**config.mk**
```make
export PLATFORM = sky130hd
export DESIGN_NAME = antenna_supervisor
export DESIGN_NICKNAME = d
export VERILOG_FILES = /design/src/hdl/antenna_supervisor_pkg.sv /design/src/hdl/antenna_supervisor.sv /design/src/hdl/sense_sync.sv
export SDC_FILE = /design/constraint.sdc
export NUM_CORES = 1
export LEC_CHECK = 0
export BUFFER_PORTS_ARGS = -buffer_cell sky130_fd_sc_hd__buf_2
export CAP_MARGIN = 10
export CORE_UTILIZATION = 60
export DETAILED_ROUTE_END_ITERATION = 10
export PLACE_DENSITY = 0.85
export SLEW_MARGIN = 20
export SYNTH_ARGS = -nofsm -noshare
export SYNTH_HDL_FRONTEND = slang
export SYNTH_HIERARCHICAL = 1
export SYNTH_SLANG_ARGS = --single-unit
```
**constraint.sdc**
```tcl
create_clock -name clk_sys_i -period 2.8 [get_ports clk_sys_i]
set_input_delay 0.28 -clock clk_sys_i [delete_from_list [all_inputs] [get_ports clk_sys_i]]
set_output_delay 0.28 -clock clk_sys_i [all_outputs]
set_load 0.01 [all_outputs]
```
**src/hdl/antenna_supervisor_pkg.sv**
```systemverilog
// package: status codes, report codes, feature flag positions and timing counts
// assumes a 100 MHz system clock
`default_nettype none

package antenna_supervisor_pkg;

    // =========================================================
    // clock and timing
    // =========================================================
    localparam int unsigned CLK_HZ = 100_000_000;
    localparam int unsigned RETRY_TIMEOUT_S = 30;
    localparam longint unsigned RETRY_TIMEOUT_CYC = longint'(RETRY_TIMEOUT_S) * longint'(CLK_HZ);
    // cycles the supply stays on before the re-test samples the short input
    localparam int unsigned RETEST_SETTLE_CYC = 4;

    // =========================================================
    // link condition codes
    // =========================================================
    localparam logic [2:0] COND_INIT = 3'h0;
    localparam logic [2:0] COND_OK = 3'h1;
    localparam logic [2:0] COND_SHORT = 3'h2;
    localparam logic [2:0] COND_OPEN = 3'h3;

    // =========================================================
    // report kinds
    // =========================================================
    localparam logic [1:0] REPORT_FEATURES = 2'h1;
    localparam logic [1:0] REPORT_CONDITION = 2'h2;

    // =========================================================
    // feature list flag positions
    // =========================================================
    localparam int unsigned FLAG_SUPPLY = 0;
    localparam int unsigned FLAG_SHORT = 1;
    localparam int unsigned FLAG_OPEN = 2;
    localparam int unsigned FLAG_PDOWN = 3;
    localparam int unsigned FLAG_RECOV = 4;
    localparam int unsigned FLAG_W = 5;

    // =========================================================
    // configuration reset values (all on)
    // =========================================================
    localparam logic CFG_SUPPLY_RST = 1'h1;
    localparam logic CFG_SHORT_RST = 1'h1;
    localparam logic CFG_RETRY_RST = 1'h1;
    localparam logic CFG_OPEN_RST = 1'h1;

endpackage

`default_nettype wire

```
**src/hdl/antenna_supervisor.sv**
```systemverilog
// antenna supervisor: short/open detection, supply cut and timed short retry
// assumes sense pins are asynchronous; config bits come from local logic on clk_sys_i
//
// Contract
// - supply control bit enables power cut output
// - power cut output active low powers supply
// - all features enabled out of reset
// - short detection only while short_detect_en
// - low short input means short, cut supply
// - undriven short input reads high, no short
// - status shows short/off (short/on with supply control off or during re-test) or ok/on
// - automatic recovery only while short_retry_en
// - after timeout reconnect supply and re-test
// - clean re-test reports ok, power on
// - failed re-test cuts again, retries again
// - open detection only while open_detect_en
// - high presence input means antenna connected
// - low presence input reports open
// - floating or high presence reports ok
// - startup: features report, init, then status
// - feature report carries one flag each
// - status changes delivered as reports
`default_nettype none

module antenna_supervisor
    import antenna_supervisor_pkg::*;
#(
    parameter longint unsigned RETRY_CYC = RETRY_TIMEOUT_CYC,
    parameter int unsigned SETTLE_CYC = RETEST_SETTLE_CYC
) (
    // clock and reset
    input wire logic clk_sys_i,
    input wire logic rst_i,
    // configuration bits (held externally, reset value is all ones)
    // defaults all on
    input wire logic supply_ctrl_en_i,
    input wire logic short_detect_en_i,
    input wire logic short_retry_en_i,
    input wire logic open_detect_en_i,
    // antenna sense pins
    input wire logic short_fault_in_n_i,
    input wire logic presence_sense_in_i,
    // supply control pin
    output logic antenna_power_cut_o,
    // readable status
    output logic [2:0] link_condition_o,
    output logic antenna_power_on_o,
    // report stream to host formatter
    output logic report_valid_o,
    output logic [1:0] report_kind_o,
    output logic [2:0] report_condition_o,
    output logic [FLAG_W-1:0] report_features_o
);

    // =========================================================
    // types
    // =========================================================
    typedef enum logic [2:0] {
        ST_BOOT = 3'b000,
        ST_FEAT = 3'b001,
        ST_INIT = 3'b010,
        ST_RUN = 3'b011,
        ST_CUT = 3'b100,
        ST_RETEST = 3'b101
    } state_e;

    localparam int unsigned CNT_W = 48;

    // =========================================================
    // signals
    // =========================================================
    logic [1:0] sense_sync_v; // synchronised {presence, short_n}
    logic short_n; // synchronised short input, high means no short
    logic present; // synchronised presence input
    logic short_seen; // qualified short condition
    state_e state;
    state_e next_state;
    logic [CNT_W-1:0] timer; // retry and settle counter
    logic [2:0] cond; // evaluated link condition
    logic [2:0] next_cond;
    logic [2:0] reported; // last condition reported
    logic cut; // internal supply cut request

    // returns the feature flag vector for the current configuration
    function automatic logic [FLAG_W-1:0] feature_flags(input logic sup, input logic shd,
                                                       input logic opd, input logic rec);
        logic [FLAG_W-1:0] f;
        f = '0;
        f[FLAG_SUPPLY] = sup;
        f[FLAG_SHORT] = shd;
        f[FLAG_OPEN] = opd;
        // power-down on short needs both supply control and short detection
        f[FLAG_PDOWN] = sup & shd;
        f[FLAG_RECOV] = rec & sup & shd;
        return f;
    endfunction

    // =========================================================
    // input synchronisation
    // =========================================================
    // two-flop sync
    sense_sync #(
        .W(2),
        .RST_VAL(2'h3)
    ) u_sync (
        .clk_sys_i(clk_sys_i),
        .rst_i(rst_i),
        .async_i({presence_sense_in_i, short_fault_in_n_i}),
        .sync_o(sense_sync_v)
    );

    assign short_n = sense_sync_v[0];
    assign present = sense_sync_v[1];

    assign short_seen = short_detect_en_i & ~short_n;

    // =========================================================
    // supervisor state machine
    // =========================================================
    always_comb begin
        next_state = state;
        case (state)
            // one cycle after reset: emit feature list
            ST_BOOT: begin
                next_state = ST_FEAT;
            end
            // then the init condition
            ST_FEAT: begin
                next_state = ST_INIT;
            end
            // then evaluated condition
            ST_INIT: begin
                next_state = ST_RUN;
            end
            // normal watch
            ST_RUN: begin
                if (short_seen) begin
                    next_state = ST_CUT;
                end
            end
            // supply cut, waiting for retry timeout
            ST_CUT: begin
                if (!short_detect_en_i) begin
                    next_state = ST_RUN;
                end else if (short_retry_en_i && timer >= CNT_W'(RETRY_CYC - 1)) begin
                    next_state = ST_RETEST;
                end
            end
            // supply on again, settle then re-sample
            ST_RETEST: begin
                if (timer >= CNT_W'(SETTLE_CYC - 1)) begin
                    next_state = short_seen ? ST_CUT : ST_RUN;
                end
            end
            default: begin
                next_state = ST_BOOT;
            end
        endcase
    end

    // state register
    always_ff @(posedge clk_sys_i) begin
        if (rst_i) begin
            state <= ST_BOOT;
        end else begin
            state <= next_state;
        end
    end

    // timer restarts on each state change
    always_ff @(posedge clk_sys_i) begin
        if (rst_i) begin
            timer <= '0;
        end else if (next_state != state) begin
            timer <= '0;
        end else if (state == ST_CUT || state == ST_RETEST) begin
            timer <= timer + CNT_W'(1);
        end
    end

    // =========================================================
    // link condition evaluation
    // =========================================================
    always_comb begin
        next_cond = COND_OK;
        if (state == ST_BOOT || state == ST_FEAT) begin
            next_cond = COND_INIT;
        end else if (state == ST_CUT) begin
            next_cond = COND_SHORT;
        end else if (state == ST_RETEST) begin
            // keep short until re-test decides
            next_cond = COND_SHORT;
        end else if (short_seen && state == ST_RUN) begin
            next_cond = COND_SHORT;
        end else if (open_detect_en_i && !present) begin
            next_cond = COND_OPEN;
        end else begin
            next_cond = COND_OK;
        end
    end

    // condition register
    always_ff @(posedge clk_sys_i) begin
        if (rst_i) begin
            cond <= COND_INIT;
        end else begin
            cond <= next_cond;
        end
    end

    // =========================================================
    // supply cut control
    // =========================================================
    // only drives when enabled
    always_ff @(posedge clk_sys_i) begin
        if (rst_i) begin
            cut <= 1'b0;
        end else begin
            cut <= supply_ctrl_en_i & (next_state == ST_CUT);
        end
    end

    assign antenna_power_cut_o = cut;

    assign link_condition_o = cond;
    assign antenna_power_on_o = ~cut;

    // =========================================================
    // report generation
    // =========================================================
    // feature, init, then status
    always_ff @(posedge clk_sys_i) begin
        if (rst_i) begin
            report_valid_o <= 1'b0;
            report_kind_o <= 2'h0;
            report_condition_o <= COND_INIT;
            report_features_o <= '0;
            reported <= COND_INIT;
        end else begin
            report_valid_o <= 1'b0;
            if (state == ST_FEAT) begin
                report_valid_o <= 1'b1;
                report_kind_o <= REPORT_FEATURES;
                report_features_o <= feature_flags(supply_ctrl_en_i, short_detect_en_i,
                                                   open_detect_en_i, short_retry_en_i);
            end else if (state == ST_INIT) begin
                report_valid_o <= 1'b1;
                report_kind_o <= REPORT_CONDITION;
                report_condition_o <= COND_INIT;
                reported <= COND_INIT;
            end else if (state != ST_BOOT && cond != reported) begin
                report_valid_o <= 1'b1;
                report_kind_o <= REPORT_CONDITION;
                report_condition_o <= cond;
                reported <= cond;
            end
        end
    end

endmodule

`default_nettype wire

```
**src/hdl/sense_sync.sv**
```systemverilog
// two-flop synchroniser for a group of pin inputs
// assumes inputs are asynchronous to clk_sys_i
`default_nettype none

module sense_sync #(
    parameter int unsigned W = 2,
    parameter logic [W-1:0] RST_VAL = '1
) (
    // clock and reset
    input wire logic clk_sys_i,
    input wire logic rst_i,
    // pins
    input wire logic [W-1:0] async_i,
    // synchronised levels
    output logic [W-1:0] sync_o
);

    logic [W-1:0] meta; // first stage, read only by second stage

    // =========================================================
    // two stage capture
    // =========================================================
    always_ff @(posedge clk_sys_i) begin
        if (rst_i) begin
            meta <= RST_VAL;
            sync_o <= RST_VAL;
        end else begin
            meta <= async_i;
            sync_o <= meta;
        end
    end

endmodule

`default_nettype wire
```
# Yosys cells after proc, flatten, opt, wreduce, memory -nomap -nowiden
# Cells that the tools add are included.
# W data, S select, Z words.
# op_classes
addsub,1
n_mul,0
div_mod_pow,0
magnitude_cmp,2
eq_ne,8
shifts,0
n_mux,18
bitwise_logic,8
reduce_logical,16
# ops
op,count
$add A48 B1 Y48 const B,1
$ge A48 B2 Y1 const B,1
$ge A48 B32 Y1 const B,1
$mux W3,7
$pmux W3 S6,1
$mux W2,6
$eq A3 B3 Y1 const B,3
$eq A3 B2 Y1 const B,2
$ne A3 B3 Y1,2
$reduce_bool A3 Y1,2
$reduce_or A2 Y1,3
$and A1 B1 Y1,5
$reduce_or A5 Y1,1
$logic_and A1 B1 Y1,4
$mux W1,4
$eq A3 B1 Y1 const B,1
$logic_not A3 Y1,1
$not A1 Y1,3
$logic_or A1 B1 Y1,2
$reduce_and A2 Y1,1
$reduce_bool A2 Y1,1
$logic_not A1 Y1,1
# word_totals
reg_bits,70
latch_bits,0
mem_bits_rw,0
rom_bits,0
in_bits,8
word_cells,65
n_memories,0

# Longest topological paths before layout
# Gate-level depths: netlist of run 1.
# depth
depth_word,7
depth_mapped,8

# Modules after synthesis
# The synthesis of run 1 kept the hierarchy.
# by_module_without_submodules
mod,instances,cells_per_inst,area_per_inst_um2,seq_area_each_um2
antenna_supervisor,1,400,3301.9,1281.2
sense_sync,1,8,105.1,80.1

# Least setup slack after synthesis of run 1
# Ideal clock, no wire load.
# synth_timing
path_type,register -> register
from,register timer[26]
to,register cut (netlist: antenna_power_cut_o)
setup_time_ps,117
t_arrival_ps,2227
t_required_ps,2683
slack_ps,457
stages_incl_launch_ff,6
n_path_buf,0
cell_sequence,dfxtp_1 -> or4_4 -> or4_1 -> a2111o_1 -> a2111oi_2 -> and4b_1
# synth_via
elab_chain_cells,7
elab_cells_between_ends,9
cone_classes,order compare (2); eq/ne (1); mux (4); bitwise (1); reduce/logical (1)
# synth_rtl
element,line_no,rtl
from (decl),antenna_supervisor.sv:78,logic [CNT_W-1:0] timer;
from (signal assigned),antenna_supervisor.sv:177,timer <= timer + CNT_W'(1);
$ge A48 B32 Y1,antenna_supervisor.sv:145,end else if (short_retry_en_i && timer >= CNT_W'(RETRY_CYC - 1)) begin
$logic_and A1 B1 Y1,antenna_supervisor.sv:145,
$mux W3,antenna_supervisor.sv:145,
$mux W3,antenna_supervisor.sv:143,if (!short_detect_en_i) begin
$pmux W3 S6 (*),antenna_supervisor.sv:122,case (state)
$eq A3 B3 Y1 (*),antenna_supervisor.sv:219,cut <= supply_ctrl_en_i & (next_state == ST_CUT);
$and A1 B1 Y1 (*),antenna_supervisor.sv:219,
to (signal assigned),antenna_supervisor.sv:219,
to (decl),antenna_supervisor.sv:82,logic cut;
# Mark *: on every way between the ends. The rest lies on a longest branch, timed or not.
# A chain may end at the register's enable or synchronous reset.

# Final worst setup path of run 1
# layout_timing
from,register timer[0]
to,register timer[8]
# layout_via
elab_chain_cells,7
elab_cells_between_ends,10
cone_classes,add/sub (1); order compare (2); eq/ne (1); mux (4); reduce/logical (2)
# layout_rtl
element,line_no,rtl
$ge A48 B32 Y1,antenna_supervisor.sv:145,
$logic_and A1 B1 Y1,antenna_supervisor.sv:145,
$mux W3,antenna_supervisor.sv:145,
$mux W3,antenna_supervisor.sv:143,
$pmux W3 S6,antenna_supervisor.sv:122,
$ne A3 B3 Y1,antenna_supervisor.sv:174,end else if (next_state != state) begin
$reduce_or A2 Y1 (no source line),n/a,
# Parallel ways exist; a longest one is shown, timed or not.

==> results of run 1 <==
registers in the layout, indices dropped and copies added (netlist names):
name,flops
u_sync/meta,2
report_valid_o,1
reported,2
report_kind_o,2
timer,48
u_sync/sync_o,2
state,3
report_features_o,5
link_condition_o,2
antenna_power_cut_o,1
Yosys cell counts (all sizes together) (2+ instances only):
| master | count |
|---|---|
| a2111oi | 3 |
| a21oi | 46 |
| a22o | 2 |
| a22oi | 13 |
| and2 | 3 |
| and3 | 6 |
| and4 | 4 |
| buf | 10 |
| clkbuf | 20 |
| dfxtp | 68 |
| inv | 10 |
| nand2 | 31 |
| nand2b | 5 |
| nand3 | 17 |
| nand4 | 25 |
| nor2 | 14 |
| nor2b | 5 |
| nor3 | 11 |
| nor3b | 2 |
| nor4 | 14 |
| o21a | 3 |
| o21ai | 14 |
| o31ai | 2 |
| o41ai | 3 |
| or2 | 4 |
| or3 | 12 |
| or4 | 8 |
| xnor2 | 7 |
| xor2 | 28 |
cell type report:
type,instances,area [µm²]
Fill cell,449,1660
Sequential cell,68,1360
Multi-Input combinational cell,301,1900
Clock inverter,4,47.5
Timing Repair Buffer,33,220
Inverter,10,37.5
Tap cell,72,90.1
Clock buffer,12,155
through the flow:
step	cells	util [%]	power, W
final	500	69.6	0.00191
after global routing	500	69.6	0.00198
after CTS	500	69.6	0.00192
after detailed placement	484	65.9	0.00111
after global placement	484	65.9	0.00111
after floorplan	409	-	0.00109
logic make-up after synthesis:
logic type,count (synthesis),share of synthesized area [%]
AO/OA/AOI/OAI,98,18.1
other,1,0.110
buffers and inverters,40,5.14
AND/OR/NAND/NOR,164,27.1
adder cells (fa/ha/maj),1,0.367
multiplexers,1,0.294
flip-flops,68,40.0
XOR/XNOR,35,9.00
final timing paths:
path	startpoint	to	slack, ps	depth (start not counted)
worst max register to register	timer[0]$_SDFFE_PP0P_	timer[8]$_SDFFE_PP0P_	250	8
worst min register to register	u_sync/meta[1]$_SDFF_PP1_	u_sync/sync_o[1]$_SDFF_PP1_	400	1
worst max-delay path	timer[0]$_SDFFE_PP0P_	timer[8]$_SDFFE_PP0P_	250	8
worst min-delay path	short_fault_in_n_i	u_sync/meta[0]$_SDFF_PP1_	110	2
metal layers:
metal  track usage [%]  share of wire [%]  vias up
met5                 0                  0        -
met4              10.8                1.8        0
met3              6.82                5.3       18
met2              47.0                 49      109
met1              34.2                 44     1501
li1                  -                  -     1530
critical path, stage by stage (launching register included):
cell,delay (ps)
dfxtp_1,340
ha_1,230
or4_1,400
or3_1,420
o41ai_1,310
buf_4,180
a21oi_4,170
buf_4,230
a21boi_0,180
report_power, final:
part	total [W]	switching, W	internal [W]	leakage (nW)
clock network	0.000818	0.000361	0.000457	0.102
registers	0.00100	0.0000170	0.000983	0.550
logic	0.0000941	0.0000548	0.0000393	0.629
total	0.00191	0.000433	0.00148	1.28
==> impl_metrics.ini, run 1 <==
[critical_path]
critPathCaptureType = register
worstPathRequired_ps = 3060
worst-path-max-fanout = 22
startpoint_type = register
path_class = register to register
arrival_ps = 2810

[synthesis]
yosys_most_used_dff = dfxtp_1
synth_top_area_share_pct = 40.0
synth-seq-cells = 68
async_flop_share_pct = 0
syn_inst = 408
ys_types = 51
synthTopCellsByArea = dfxtp_1, xor2_1, a21oi_1
yosys_warnings = 6
ys_seq_area_share_pct = 40.0
synth_edf_count = 0
netlist_area_um2 = 3410
yosysTopAreaCell = dfxtp_1
syn_area_per_cell_um2 = 8.35

[die]
rows = 27
io_pins = 24
die_area_um2 = 5980
die_x_um = 77.4
core_um2 = 5470
die_h_um = 77.4
start_util_pct = 62.3

[timing]
rsz0062_at_grt = no
fin_worst_skew_ps = 8.87
fin_crit_ps = 2550
final.setup.tns_ps = 0
worst_pin_slew_ps = 659
setup_viol = 0
hold_ws_ps = 110
hold_viol = 0
clock.fmax_ghz = 0.392
final.setup.worst_slack_ps = 249
drv_slew = 0
slew_headroom_pct = 56.0
fin_crit_sh_pct = 91.1

[cts]
cts_tree = built
clk_latency_ps = 350
cts_buffer_depth = 2
clk_pin_slew_worst_paths_ps = 60
cts_post_setup_buffers_inserted = 0
clockRootBuffer = clkbuf_8
numClockSinks = 68
htreeDepth = 3
cts_resized = 0
hold_buffers = 0
cts_buffers = 9

[finish]
fin_nets = 432
antenna_cells = 0
layout_common_cells = dfxtp_1, a21oi_1, nand2_1
area_growth_pct = 11.8
finalInstanceArea_um2 = 3810
drive_gt1_share_pct = 12.9
final_common_cell = dfxtp_1

[global_route]
grt_antenna_before_repair = 0
grt_start_max_net_pins = 49
grt_first_pass_wirelength_mm = 13.4
grt_pass1_vias = 2949
track_usage_pct = 27.9
grt_overflow_total = 0

[power]
vdd_ir_drop_max_v = 0.000430
p_leak_nw = 1.28
power_density_nw_per_um2 = 502

[outcome]
outcome = completed

[placed_design]
hpwl_mm = 5.18
place_congestion = 0.848
pre_cts_ws_ps = 261
place.port_buffers = 21
placedInstanceArea_um2 = 3610

[route]
wirelength_mm = 7.72
drcViolationCount = 0
drt-initial-drc-count = 310
firstDrtPassIters = 5
vias_per_cell = 6.32
routedWlPerCell_um = 15.4
ant_nets = 0
num_vias = 3158

[flow_run]
timing.max_cap.violations = 0

[worst_hold_path]
worstHoldPathType = input pin to register
(Power assumes the default switching activity.)
==> run 2, diff against run 1 <==
--- a/config.mk
+++ b/config.mk
@@ -7,9 +7,8 @@
 export LEC_CHECK = 0
 export BUFFER_PORTS_ARGS = -buffer_cell sky130_fd_sc_hd__buf_2
 export CAP_MARGIN = 10
-export CORE_UTILIZATION = 60
+export CORE_UTILIZATION = 40
 export DETAILED_ROUTE_END_ITERATION = 10
-export PLACE_DENSITY = 0.85
 export SLEW_MARGIN = 20
 export SYNTH_ARGS = -nofsm -noshare
 export SYNTH_HDL_FRONTEND = slang
==> impl_metrics.ini, run 2 (same netlist as run 1, synthesis figures left out) <==
[outcome]
outcome = completed

[power]
vdd_ir_drop_max_v = 0.000261
power_density_nw_per_um2 = 496
p_leak_nw = 1.29

[critical_path]
startpoint_type = register
critPathCaptureType = register
rr_endpoint = timer[42]$_SDFFE_PP0P_
worstPathRequired_ps = 3070
path_class = register to register
reg2reg_slack_ps = 270
reg2reg_depth = 8
arrival_ps = 2800
reg2reg_from = timer[0]$_SDFFE_PP0P_
worst-path-max-fanout = 37

[die]
die_x_um = 94.3
die_area_um2 = 8890
start_util_pct = 41.5
core_um2 = 8220
io_pins = 24
die_h_um = 94.3
rows = 33

[timing]
worst_pin_slew_ps = 553
fin_worst_skew_ps = 10.6
setup_viol = 0
slew_headroom_pct = 62.8
hold_viol = 0
clock.fmax_ghz = 0.395
fin_crit_ps = 2530
rsz0062_at_grt = no
drv_slew = 0
fin_crit_sh_pct = 90.5
final.setup.tns_ps = 0
final.setup.worst_slack_ps = 266

[cts]
numClockSinks = 68
cts_buffer_depth = 2
clk_pin_slew_worst_paths_ps = 80
clockRootBuffer = clkbuf_8
hold_buffers = 0
cts_post_setup_buffers_inserted = 0
cts_tree = built
clk_latency_ps = 340
cts_resized = 0
cts_buffers = 9
htreeDepth = 3

[finish]
reg_top3 = timer (48), report_features_o (5), state (3)
fin_cells = 536
drive_gt1_share_pct = 13.5
finalInstanceArea_um2 = 3870
fin_nets = 435
antenna_cells = 0
seq_area_um2 = 1360
fill_cells = 817
top_register = timer
layout_common_cells = dfxtp_1, a21oi_1, nand2_1
largest_reg_flops = 48
final_common_cell = dfxtp_1
multi_input_area_um2 = 1900
area_growth_pct = 13.6

[worst_hold_path]
whs_endpoint = u_sync/meta[0]$_SDFF_PP1_
worstHoldPathType = input pin to register
min-delay-start = short_fault_in_n_i
whs_path_depth = 2

[global_route]
grt_start_max_net_pins = 38
grt_first_pass_wirelength_mm = 13.2
track_usage_pct = 18.9
grt_pass1_vias = 2793
grt_overflow_total = 0
grt_antenna_before_repair = 0

[route]
wirelength_mm = 7.74
drcViolationCount = 0
ant_nets = 0
drt-initial-drc-count = 137
vias_per_cell = 5.68
firstDrtPassIters = 4
num_vias = 3045
routedWlPerCell_um = 14.4

[placed_design]
hpwl_mm = 5.26
pre_cts_ws_ps = 316
placed_cells = 520
place.port_buffers = 21
place_congestion = 0.825
placedInstanceArea_um2 = 3670

[flow_run]
timing.max_cap.violations = 0
## run 2: stage by stage
stage                     power (W)  hold slack, ps  utilization (%)
after floorplan             0.00109             377                -
after global placement      0.00111             386             44.7
after detailed placement    0.00112             394             44.7
after CTS                   0.00194            95.9             47.1
after global routing        0.00200            88.4             47.1
final                       0.00192             110             47.1
## run 2: per-layer routing
layer  wire length, µm  GRT usage [%]  share of wire (%)
met1              3830           24.8                 49
met2              3590           30.4                 46
met3               259           5.10                3.3
met4                66           5.00               0.85
met5                 0              0                  0
## run 2: layout make-up
| class | instances | share of cell area [%] |
|---|---|---|
| well taps | 105 | 3.39 |
| repair buffers | 36 | 6.27 |
| flip-flops and latches | 68 | 35.2 |
| clock buffers | 11 | 3.65 |
| inverters | 10 | 0.970 |
| multi-input cells | 301 | 49.0 |
| clock inverters | 5 | 1.55 |
## run 2: worst max-delay path, stage by stage (launching register included)
cell     delay [ps]
dfxtp_1         350
ha_1            240
or4_1           390
or3_1           420
o41ai_1         330
buf_4           180
a21oi_4         110
buf_12          230
a22oi_1         190
## run 2: worst max path at each step
stage	start	endpoint	slack, ps	cells after the start
after global routing	timer[0]$_SDFFE_PP0P_	timer[35]$_SDFFE_PP0P_	110	8
after detailed placement	timer[0]$_SDFFE_PP0P_	timer[8]$_SDFFE_PP0P_	320	8
after CTS	timer[0]$_SDFFE_PP0P_	timer[42]$_SDFFE_PP0P_	260	8
after floorplan	timer[26]$_SDFFE_PP0P_	antenna_power_cut_o$_SDFF_PP0_	460	5
final	timer[0]$_SDFFE_PP0P_	timer[42]$_SDFFE_PP0P_	270	8
after global placement	timer[0]$_SDFFE_PP0P_	timer[43]$_SDFFE_PP0P_	360	8
## run 2: where the power goes
part | switching (W) | leakage, nW | internal, W | total [W]
clock | 0.000388 | 0.0999 | 0.000439 | 0.000827
combinational | 0.0000555 | 0.644 | 0.0000388 | 0.0000943
sequential | 0.0000163 | 0.550 | 0.000982 | 0.000999
